[src/common/cmev_defs.svh]
// Contract
// RULE1 - Three channels, each powered by its own enable bit, bits 2-0.
// RULE2 - Enable bit 0 means powerdown, 1 means active; all clear after reset.
// RULE3 - Each channel has an event flag, bits 2-0, set on a selected edge.
// RULE4 - Polarity 0 flags falling edges only, polarity 1 rising edges only.
// RULE5 - Reading the event flag register clears all three flags.
// RULE6 - Powering a channel down clears its pending event flag.
// RULE7 - Bits 6-4 of all four registers read live levels; writes ignored.
// RULE8 - A powered-down channel holds its last live level.
// RULE9 - Live levels are readable regardless of the mask setting.
// RULE10 - Software writes zero to bits 7 and 3; they read as zero.
// RULE11 - All three polarity bits are set after reset.
// RULE12 - Each channel has a mask bit; masked transitions are not latched.
// RULE13 - Software changes polarity only while masked or powered down.
// RULE14 - Comparator outputs pass a two-stage synchroniser before use.
// RULE15 - An edge in the same cycle as a clearing read keeps its flag.
`ifndef CMEV_DEFS_SVH
`define CMEV_DEFS_SVH

// ****************************************
// Register indices, byte address is four times the index
// ****************************************
`define CMEV_IDX_POWER 7'h4c
`define CMEV_IDX_EDGE 7'h4d
`define CMEV_IDX_EVENT 7'h4e
`define CMEV_IDX_MASK 7'h4f

// ****************************************
// Field positions and reset values
// ****************************************
`define CMEV_NUM_CH 3
`define CMEV_FLD_CTL_LSB 0
`define CMEV_FLD_LIVE_LSB 4
`define CMEV_RST_POWER 3'h0
`define CMEV_RST_EDGE 3'h7
`define CMEV_RST_EVENT 3'h0
`define CMEV_RST_MASK 3'h0
`define CMEV_RST_LIVE 3'h0

`endif

[src/common/cmev_pkg.sv]
package cmev_pkg;

    typedef logic [2:0] cmev_ch_t;

    typedef struct packed {
        cmev_ch_t stage1;
        cmev_ch_t stage2;
    } cmev_sync_state_s;

    typedef struct packed {
        logic live;
    } cmev_chan_state_s;

    typedef struct packed {
        cmev_ch_t power;
        cmev_ch_t edge_sel;
        cmev_ch_t event_flag;
        cmev_ch_t mask;
        logic ack;
        logic [31:0] rdata;
    } cmev_top_state_s;

endpackage

[src/cmev_sync.sv]
`timescale 1ns/1ps
`default_nettype none
`include "cmev_defs.svh"

module cmev_sync
    import cmev_pkg::*;
(
    input wire logic clk,
    input wire logic rst_b,
    input wire logic ce,
    input wire cmev_ch_t async_in,
    output cmev_ch_t sync_out
);

    cmev_sync_state_s state_ff;
    cmev_sync_state_s nxt_state;

    // ****************************************
    // Two stages; the first is read by the second only
    // ****************************************
    always_comb begin
        nxt_state = state_ff;
        if (ce) begin
            nxt_state.stage1 = async_in; // [RULE14]
            nxt_state.stage2 = state_ff.stage1; // [RULE14]
        end
    end

    always_ff @(posedge clk) begin
        if (!rst_b) begin
            state_ff <= '0;
        end else begin
            state_ff <= nxt_state;
        end
    end

    assign sync_out = state_ff.stage2;

endmodule // cmev_sync
`default_nettype wire

[src/cmev_chan.sv]
`timescale 1ns/1ps
`default_nettype none
`include "cmev_defs.svh"

module cmev_chan
    import cmev_pkg::*;
(
    input wire logic clk,
    input wire logic rst_b,
    input wire logic ce,
    input wire logic level,
    input wire logic channel_power_enable,
    input wire logic edge_polarity_select,
    input wire logic mask_enable,
    output logic live_output_status,
    output logic hit
);

    cmev_chan_state_s state_ff;
    cmev_chan_state_s nxt_state;
    logic rise;
    logic fall;

    // ****************************************
    // Live level tracking and edge qualification
    // ****************************************
    assign rise = level & ~state_ff.live;
    assign fall = ~level & state_ff.live;
    // Edge counts only while powered and unmasked
    assign hit = ce & channel_power_enable & mask_enable & // [RULE12]
                 (edge_polarity_select ? rise : fall); // [RULE3] [RULE4]

    always_comb begin
        nxt_state = state_ff;
        if (ce && channel_power_enable) begin
            nxt_state.live = level; // [RULE8]
        end
    end

    always_ff @(posedge clk) begin
        if (!rst_b) begin
            state_ff <= '0;
        end else begin
            state_ff <= nxt_state;
        end
    end

    assign live_output_status = state_ff.live;

endmodule // cmev_chan
`default_nettype wire

[src/cmev_top.sv]
`timescale 1ns/1ps
`default_nettype none
`include "cmev_defs.svh"

module cmev_top
    import cmev_pkg::*;
(
    input wire logic clk,
    input wire logic rst_b,
    input wire logic ce,
    input wire cmev_ch_t comparator_out,
    input wire logic [8:0] address,
    input wire logic read,
    input wire logic write,
    input wire logic [3:0] byteenable,
    input wire logic [31:0] writedata,
    output logic [31:0] readdata,
    output logic waitrequest,
    output logic irq
);

    // ****************************************
    // Address decode
    // ****************************************
    function automatic logic is_reg(input logic [8:0] addr, input logic [6:0] idx);
        is_reg = (addr[8:2] == idx);
    endfunction

    // Byte image: reserved bits 7 and 3 read as zero
    function automatic logic [31:0] reg_word(input cmev_ch_t live, input cmev_ch_t ctl);
        reg_word = {24'h0, 1'b0, live, 1'b0, ctl}; // [RULE7] [RULE10]
    endfunction

    cmev_top_state_s state_ff;
    cmev_top_state_s nxt_state;
    cmev_ch_t sync_level;
    cmev_ch_t live_output_status;
    cmev_ch_t hit;
    cmev_ch_t clr;
    logic req;
    logic first;
    logic lane0;

    // ****************************************
    // Synchroniser and per-channel logic
    // ****************************************
    cmev_sync u_sync (
        .clk(clk),
        .rst_b(rst_b),
        .ce(ce),
        .async_in(comparator_out),
        .sync_out(sync_level)
    );

    generate
        for (genvar i = 0; i < `CMEV_NUM_CH; i++) begin : g_chan
            cmev_chan u_chan (
                .clk(clk),
                .rst_b(rst_b),
                .ce(ce),
                .level(sync_level[i]),
                .channel_power_enable(state_ff.power[i]), // [RULE1]
                .edge_polarity_select(state_ff.edge_sel[i]),
                .mask_enable(state_ff.mask[i]),
                .live_output_status(live_output_status[i]),
                .hit(hit[i])
            );
        end
    endgenerate

    // ****************************************
    // Avalon slave: one wait cycle, then acknowledge
    // ****************************************
    assign req = read | write;
    assign first = ce & req & ~state_ff.ack;
    assign lane0 = byteenable[0];
    assign waitrequest = req & ~state_ff.ack;

    always_comb begin
        nxt_state = state_ff;
        clr = 3'h0;
        if (ce) begin
            nxt_state.ack = req & ~state_ff.ack;
            // Read data and read side effect at the first edge of the access
            if (first && read) begin
                if (is_reg(address, `CMEV_IDX_POWER)) begin
                    nxt_state.rdata = reg_word(live_output_status, state_ff.power); // [RULE9]
                end else if (is_reg(address, `CMEV_IDX_EDGE)) begin
                    nxt_state.rdata = reg_word(live_output_status, state_ff.edge_sel);
                end else if (is_reg(address, `CMEV_IDX_EVENT)) begin
                    nxt_state.rdata = reg_word(live_output_status, state_ff.event_flag);
                    clr = 3'h7; // [RULE5]
                end else if (is_reg(address, `CMEV_IDX_MASK)) begin
                    nxt_state.rdata = reg_word(live_output_status, state_ff.mask);
                end else begin
                    nxt_state.rdata = 32'h0;
                end
            end
            // Writes take effect at the acknowledging edge; bits 7-4 and 3 dropped
            if (state_ff.ack && write && lane0) begin
                if (is_reg(address, `CMEV_IDX_POWER)) begin
                    nxt_state.power = writedata[2:0]; // [RULE1] [RULE2]
                end
                if (is_reg(address, `CMEV_IDX_EDGE)) begin
                    nxt_state.edge_sel = writedata[2:0]; // [RULE4]
                end
                if (is_reg(address, `CMEV_IDX_MASK)) begin
                    nxt_state.mask = writedata[2:0]; // [RULE12]
                end
                if (is_reg(address, `CMEV_IDX_EVENT)) begin
                    clr = clr | writedata[2:0];
                end
            end
            // New edges win over any clear; powered-down channels drop flags
            nxt_state.event_flag = ((state_ff.event_flag & ~clr) | hit) // [RULE3] [RULE15]
                                   & state_ff.power; // [RULE6]
        end
    end

    always_ff @(posedge clk) begin
        if (!rst_b) begin
            state_ff.power <= `CMEV_RST_POWER; // [RULE2]
            state_ff.edge_sel <= `CMEV_RST_EDGE; // [RULE11]
            state_ff.event_flag <= `CMEV_RST_EVENT;
            state_ff.mask <= `CMEV_RST_MASK;
            state_ff.ack <= 1'b0;
            state_ff.rdata <= 32'h0;
        end else begin
            state_ff <= nxt_state;
        end
    end

    // ****************************************
    // Outputs
    // ****************************************
    assign readdata = state_ff.rdata;
    assign irq = |(state_ff.event_flag & state_ff.mask);

endmodule // cmev_top
`default_nettype wire

[config.mk]
export PLATFORM = sky130hd
export DESIGN_NAME = cmev_top
export DESIGN_NICKNAME = d
export VERILOG_FILES = /design/src/common/cmev_pkg.sv /design/src/cmev_sync.sv /design/src/cmev_chan.sv /design/src/cmev_top.sv
export VERILOG_INCLUDE_DIRS = /design/src /design/src/common
export SDC_FILE = /design/constraint.sdc
export NUM_CORES = 1
export LEC_CHECK = 0
export BUFFER_PORTS_ARGS = -buffer_cell sky130_fd_sc_hd__buf_2
export CAP_MARGIN = 20
export CORE_MARGIN = 4
export CORE_UTILIZATION = 34
export DETAILED_ROUTE_END_ITERATION = 12
export PLACE_DENSITY_LB_ADDON = 0.3
export SLEW_MARGIN = 10
export SYNTH_ARGS = -nofsm -noshare
export SYNTH_HDL_FRONTEND = slang
export SYNTH_HIERARCHICAL = 1
export SYNTH_SLANG_ARGS = --single-unit
[constraint.sdc]
create_clock -name clk -period 2.12 [get_ports clk]
set_clock_uncertainty 0.15 [all_clocks]
set_input_delay 0.318 -clock clk [delete_from_list [all_inputs] [get_ports clk]]
set_output_delay 0.318 -clock clk [all_outputs]
set_load 0.005 [all_outputs]
==> results of run 1 <==
where the power goes:
group / internal [W] / switching, W
clock network: 0.000128 / 0.000161
registers: 0.000533 / 0.00000582
logic: 0.0000471 / 0.0000671
total: 0.000707 / 0.000234
per-stage QoR:
| stage | hold slack (ns) | cell area [sq um] | instances | util | total power, W |
|---|---|---|---|---|---|
| 3_3_place_gp | 0.302 | 1760 | 264 | 0.361 | 0.000663 |
| 2_1_floorplan | 0.286 | 1850 | 211 | - | 0.000660 |
| 3_5_place_dp | 0.306 | 1760 | 264 | 0.361 | 0.000663 |
| 4_1_cts | 0.145 | 1800 | 267 | 0.370 | 0.000952 |
| 6_report | 0.146 | 1800 | 267 | 0.370 | 0.000941 |
| 5_1_grt | 0.151 | 1800 | 267 | 0.370 | 0.000992 |
cells by family (layout without fill, tap and decap cells):
family / after synthesis / in the layout / share of synthesized area
simple gates: 68 / 68 / 0.247
buf+inv: 46 / 35 / 0.194
flops: 28 / 28 / 0.319
compound gates: 24 / 24 / 0.109
mux: 19 / 19 / 0.130
other cells: 1 / 26 / 0.00213
per-layer routing:
metal,up-vias,track usage,part of all wire
li1,634,-,-
met1,622,0.156,0.43
met2,62,0.186,0.47
met3,7,0.0293,0.092
met4,0,0.0372,0.0074
met5,-,0,0
how the worst min path moves through the flow:
| stage | startpoint | slack, ns | to |
|---|---|---|---|
| after global routing | comparator_out[0] | 0.15 | u_sync/state_ff[3] |
| after floorplan | rst_b | 0.29 | g_chan[0].u_chan/live_output_status |
| final | comparator_out[2] | 0.15 | u_sync/state_ff[5] |
| after CTS | comparator_out[0] | 0.14 | u_sync/state_ff[3] |
| after global placement | readdata[5] | 0.30 | readdata[5] |
| after detailed placement | readdata[6] | 0.31 | readdata[6] |
synth_stat cells (2+ instances only):
master / number / area (sq um)
mux2i_1: 16 / 160
nand2b_1: 3 / 18.8
nand2_1: 12 / 45.0
nor2b_1: 13 / 81.3
o21a_1: 3 / 22.5
o22ai_1: 3 / 18.8
buf_2: 2 / 10.0
dfxtp_1: 28 / 561
clkbuf_1: 2 / 7.51
buf_4: 36 / 270
buf_6: 4 / 45.0
nand3_1: 6 / 30.0
nand3b_1: 4 / 30.0
a21boi_0: 6 / 45.0
nand4_1: 11 / 68.8
or3b_1: 3 / 26.3
and3b_1: 2 / 17.5
and3_2: 4 / 30.0
a21o_1: 3 / 22.5
a32o_1: 3 / 30.0
a21oi_2: 3 / 26.3
inv_1: 2 / 7.51
nor3_1: 3 / 15.0
mux4_2: 3 / 67.6
area by class of cell:
cell class	count	share of cell area
clock buffers	3	0.0229
flip-flops and latches	28	0.311
multi-input cells	137	0.527
repair buffers	30	0.0888
inverters	2	0.00416
well taps	67	0.0465
critical path: stages (launching register included):
cell      delay (ns)
dfxtp_1         0.36
a222oi_1        0.39
inv_1           0.07
buf_2           0.13
state kept, by name, summed over array words and instances, names as in the netlist:
register	flops
u_sync/sync_out	3
g_chan.u_chan/live_output_status	3
state_ff	13
u_sync/state_ff	3
readdata	6
==> results.cfg, run 1 <==
[detailed_routing]
routed_wl_um = 3640
first_iter_violations = 132
drcViolationCount = 0
wl_per_cell_um = 13.6
ant_nets = 0
num_vias = 1325
drt-vias-per-instance = 4.96
first_pass_iters = 4

[synth]
yosys_warnings = 6
syn_area_sq_um = 1760
synthArstFlopShare = 0
synth.distinct_cells = 35
ys_ff_latch = 28
ys.flop_type = dfxtp_1
synth_cells = 186
ys_seq_area_frac = 0.319
synth-edff-count = 0
syn_avg_cell_area_sq_um = 9.45

[critical_path]
r2r_slack_ns = 0.56
crit_arrival_ns = 1.21
critical_path.endpoint = irq
crit_required_ns = 1.65
critPathLaunch = state_ff[33]
startpoint_type = flop
critPathMaxFanout = 4
reg2reg_to = state_ff[36]
critical_path_class = flop to output pin
rr_startpoint = g_chan[0].u_chan/live_output_status
r2r_cells = 5
endpoint_kind = output pin

[layout]
fin_nets = 255
drive_above_1_share = 0.230
syn2layout_area_growth_pct = 2.63
multiInputGateArea_sq_um = 951
register_area_sq_um = 561
fillerInstances = 528
final_cell_mix = dfxtp_1, conb_1, buf_2
antenna_cells = 0
final_common_cell = dfxtp_1

[global_routing]
antenna_found_initial = 0
grt_pass1_vias = 1212
track_usage = 0.118
grt-ovfl-total = 0
grt_pass1_wl_um = 5910
grt_max_degree = 29

[place]
place.gp.congestion = 0.797
pre_cts_ws_ns = 0.424
io_buffers = 26
hpwl_um = 2730

[timing]
setup_viol = 0
max_freq_mhz = 597
fin_ws_ns = 0.444
fin_crit_ns = 1.68
hold_viol_final = 0
drv_slew = 0
min_period_over_period = 0.791
fin_tns_setup_ns = 0
rsz0062_at_grt = false

[clock_network]
cts-root-buf = clkbuf_8
cts_tree = done
postCtsHoldBufs = 0
clkSlewWorstSetupHoldPaths_ns = 0.09
h-tree-depth = 1
cts_resized = 0
insertion_delay_ns = 0.27
cts_max_path_buffers = 2
numCtsBuffers = 3
cts.sinks = 28
post_cts_buffers = 0

[floorplan]
fp.dieH_um = 79.9
die_area_sq_um = 6380
initial_utilization = 0.360
io_pins = 87
row_count = 25
coreArea_sq_um = 4880
fp.dieW_um = 79.9

[power_and_ir_drop]
p_leak_nw = 0.791
p_per_area_nw_per_um2 = 522
peakVddDrop_mv = 0.323

[status]
status = finished clean

[flow_run]
maxCapViolations = 0

[worst_hold_path]
holdPathStages = 3
hp-class = input pin to flop
Power figures use the tool's default switching activity.
==> run 2: changes to the inputs <==
==> constraint.sdc (replaced) <==
create_clock -name clk -period 1.7 [get_ports clk]
set_clock_uncertainty 0.15 [all_clocks]
set_input_delay 0.255 -clock clk [delete_from_list [all_inputs] [get_ports clk]]
set_output_delay 0.255 -clock clk [all_outputs]
set_load 0.005 [all_outputs]
==> run 2 against run 1 <==
Critical path type unchanged. Clock power rose by 43%. Setup slack worse by 0.31 ns. Via count fell by 1.1%. Flip-flop and latch count unchanged.
==> results.cfg, run 2 (synthesized netlist as in run 1, its figures left out) <==
[clock_network]
cts-root-buf = clkbuf_8
cts_tree = done
post_cts_buffers = 0
cts_resized = 0
cts.sinks = 28
clkSlewWorstSetupHoldPaths_ns = 0.09
numCtsBuffers = 3
postCtsHoldBufs = 0
insertion_delay_ns = 0.27
h-tree-depth = 1
cts_max_path_buffers = 2

[detailed_routing]
first_iter_violations = 92
num_vias = 1310
ant_nets = 0
wl_per_cell_um = 13.5
drcViolationCount = 0
drt-vias-per-instance = 4.83
routed_wl_um = 3670
first_pass_iters = 4

[timing]
fin_crit_ns = 1.57
fin_ws_ns = 0.134
setup_viol = 0
fin_tns_setup_ns = 0
rsz0062_at_grt = false
max_freq_mhz = 638
min_period_over_period = 0.921
drv_slew = 0
hold_viol_final = 0

[layout]
instances_no_fill = 271
final_cell_mix = dfxtp_1, conb_1, buf_2
register_area_sq_um = 561
fillerInstances = 518
antenna_cells = 0
syn2layout_area_growth_pct = 5.41
multiInputGateArea_sq_um = 951
final_common_cell = dfxtp_1
drive_above_1_share = 0.245
largest-register = state_ff
fin_nets = 258
largest_reg_flops = 13

[global_routing]
grt_pass1_vias = 1223
grt_max_degree = 27
track_usage = 0.121
antenna_found_initial = 0
grt-ovfl-total = 0
grt_pass1_wl_um = 6010

[floorplan]
row_count = 25
fp.dieH_um = 79.9
initial_utilization = 0.360
io_pins = 87
die_area_sq_um = 6380
fp.dieW_um = 79.9
coreArea_sq_um = 4880

[critical_path]
critPathMaxFanout = 3
endpoint_kind = output pin
startpoint_type = flop
crit_slowest_cell = a222oi_1
slowest_delay_ns = 0.35
crit_arrival_ns = 1.16
critical_path_class = flop to output pin
crit_required_ns = 1.29
crit_chain = a222oi_1, inv_1, buf_2

[power_and_ir_drop]
finalPower_w = 0.00123
p_seq_frac = 0.545
peakVddDrop_mv = 0.336
comb_power_share = 0.120
p_per_area_nw_per_um2 = 665
netSwitchingFraction = 0.242
p_int_w = 0.000934
p_switching_w = 0.000298
power_frac_clock = 0.335
p_leak_nw = 0.818

[place]
pre_cts_ws_ns = 0.110
place.gp.congestion = 0.823
io_buffers = 26
hpwl_um = 2860
dp_cells = 267

[flow_run]
maxCapViolations = 0

[worst_hold_path]
hp-class = input pin to flop

[status]
status = finished clean
run 2: cell types whose count changed in the layout (fill, tap and decap cells not counted):
cell      change
buf_12        +1
buf_4         +2
clkbuf_8      +1
run 2: path summary, 6_finish.rpt:
path / start / to / slack (ns) / cells after the start
max: state_ff[36] / irq / 0.13 / 3
max reg2reg: g_chan[1].u_chan/live_output_status / state_ff[37] / 0.17 / 5
min: comparator_out[0] / u_sync/state_ff[3] / 0.08 / 3
min reg2reg: readdata[4] / readdata[4] / 0.31 / 2
run 2: critical path, delay by kind of cell, from the launching register on:
family	cells	cell delay, ns
AOI/OAI and AO/OA	1	0.35
buffers and inverters	2	0.19
DFF	1	0.34
run 2: final cells by class:
cell class | instances | area share
multi-input combinational | 137 | 0.513
sequential | 28 | 0.302
timing repair buffer | 33 | 0.105
tap | 67 | 0.0452
clock buffer | 4 | 0.0297
inverter | 2 | 0.00405
run 2: metal layers:
| metal | part of all wire | GRT usage | vias to the layer above |
|---|---|---|---|
| met5 | 0 | 0 | - |
| met4 | 0.015 | 0.0405 | 0 |
| met3 | 0.074 | 0.0327 | 7 |
| met2 | 0.46 | 0.185 | 45 |
| met1 | 0.45 | 0.162 | 618 |
| li1 | - | - | 640 |
run 2: power by group through the flow:
stage / clock [W] / sequential [W] / combinational [W]
2_1_floorplan: 0 / 0.000684 / 0.000139
3_3_place_gp: 0 / 0.000687 / 0.000145
3_5_place_dp: 0 / 0.000687 / 0.000146
4_1_cts: 0.000427 / 0.000672 / 0.000146
5_1_grt: 0.000462 / 0.000673 / 0.000166
6_report: 0.000413 / 0.000671 / 0.000147
run 2: per-stage QoR:
step                utilization  instance area [sq um]  hold WS [ns]
floorplan                     -                   1850         0.223
CTS                       0.380                   1850        0.0803
detailed placement        0.368                   1800         0.306
finish                    0.380                   1850        0.0849
global route              0.380                   1850         0.101
global placement          0.368                   1800         0.299
==> run 3: changes to the inputs <==
==> constraint.sdc (replaced) <==
create_clock -name clk -period 1.7 [get_ports clk]
set_clock_uncertainty 0.15 [all_clocks]
set_input_delay 0.34 -clock clk [delete_from_list [all_inputs] [get_ports clk]]
set_output_delay 0.34 -clock clk [all_outputs]
set_load 0.005 [all_outputs]
==> run 3 against run 2 <==
Cell count grew 0.74%. Clock-buffer cell count decreased by 1. Highest routed layer unchanged. Via count is 3.1% higher. Routed wire length rose by 1.6%. Power rose by 9.3%. Combinational power is essentially flat.
==> results.cfg, run 3 (synthesized netlist as in run 1, its figures left out) <==
[status]
status = finished clean

[floorplan]
coreArea_sq_um = 4880
fp.dieH_um = 79.9
row_count = 25
fp.dieW_um = 79.9
initial_utilization = 0.360
io_pins = 87
die_area_sq_um = 6380

[critical_path]
critical_path_class = flop to output pin
crit_arrival_ns = 1.17
startpoint_type = flop
crit_required_ns = 1.21
critPathMaxFanout = 4
endpoint_kind = output pin

[layout]
syn2layout_area_growth_pct = 6.62
final_util = 0.384
final_cell_mix = conb_1, dfxtp_1, buf_2
antenna_cells = 0
largest-register = state_ff
drive_above_1_share = 0.262
largest_reg_flops = 13
fillerInstances = 520
fin_nets = 260

[detailed_routing]
drt-vias-per-instance = 4.95
num_vias = 1350
drcViolationCount = 0
first_iter_violations = 132
first_pass_iters = 4
routed_wl_um = 3720
wl_per_cell_um = 13.6
ant_nets = 0

[timing]
hold_viol_final = 0
min_period_over_period = 0.978
whs_ns = 0.171
fin_tns_setup_ns = 0
fin_crit_ns = 1.66
drv_slew = 0
max_freq_mhz = 601
setup_viol = 0
rsz0062_at_grt = true

[global_routing]
grtUsageMet1 = 0.175
global_route.usage.met2 = 0.180
grt_pass1_wl_um = 6130
grt-ovfl-total = 0
grt_max_degree = 28
met3_usage = 0.0147
antenna_found_initial = 0
grt_busiest_layer = met2
grt_pass1_vias = 1202
track_usage = 0.120

[power_and_ir_drop]
netSwitchingFraction = 0.226
comb_power_share = 0.110
p_per_area_nw_per_um2 = 718
peakVddDrop_mv = 0.430
p_switching_w = 0.000304
p_int_w = 0.00104
power_frac_clock = 0.391
p_seq_frac = 0.499
p_leak_nw = 0.830

[place]
place.gp.congestion = 0.800
hpwl_um = 2920
io_buffers = 26

[clock_network]
cts_max_path_buffers = 2
postCtsHoldBufs = 0
cts_tree = done
h-tree-depth = 1
cts.sinks = 28
insertion_delay_ns = 0.27
numCtsBuffers = 3
cts-root-buf = clkbuf_8
clkSlewWorstSetupHoldPaths_ns = 0.10

[flow_run]
maxCapViolations = 0

[worst_hold_path]
hp-class = input pin to flop
-- run 3: worst max-delay path, stage by stage (launching register included) --
cell	delay, ns
dfxtp_2	0.36
a222oi_1	0.36
inv_1	0.06
buf_2	0.13
-- run 3: power by group through the flow --
stage | registers [W] | clock network, W | logic, W
4_1_cts | 0.000672 | 0.000536 | 0.000146
3_5_place_dp | 0.000687 | 0 | 0.000146
5_1_grt | 0.000673 | 0.000564 | 0.000167
3_3_place_gp | 0.000687 | 0 | 0.000144
2_1_floorplan | 0.000684 | 0 | 0.000139
6_report | 0.000672 | 0.000527 | 0.000148
-- run 3: metal layers --
layer | vias up | wire length (um)
li1 | 645 | -
met1 | 652 | 1780
met2 | 49 | 1680
met3 | 4 | 215
met4 | 0 | 48
met5 | - | 0
-- run 3: stage by stage --
stage	instances	cell area (sq um)	power (W)	setup WS [ns]
finish	273	1870	0.00135	0.0370
global route	273	1870	0.00140	-0.0609
CTS	272	1860	0.00135	0.0253
detailed placement	268	1790	0.000833	0.0698
global placement	268	1790	0.000832	0.0697
floorplan	211	1850	0.000823	0.201
-- run 3: layout make-up --
type                    count  area, sq um  share of cell area
multi-input cells         137          951               0.507
flip-flops and latches     28          563               0.300
repair buffers             35          198               0.105
well taps                  67         83.8              0.0447
clock buffers               3         41.3              0.0220
clock inverters             1         30.0              0.0160
inverters                   2         7.51             0.00401
-- run 3: timing repair --
item / 4_1_cts / 5_1_grt
setup endpoints to repair: 0 / 3
resized for setup: 0 / 2
buffers inserted: 0 / 1
-- run 3: path summary, 6_finish.rpt --
path,from,end,slack (ns),cells past startpoint
setup reg to reg,g_chan[0].u_chan/live_output_status,state_ff[36],0.14,5
setup / recovery,state_ff[33],irq,0.04,3
hold / removal,comparator_out[0],u_sync/state_ff[3],0.17,3
hold reg to reg,readdata[4],readdata[4],0.31,2
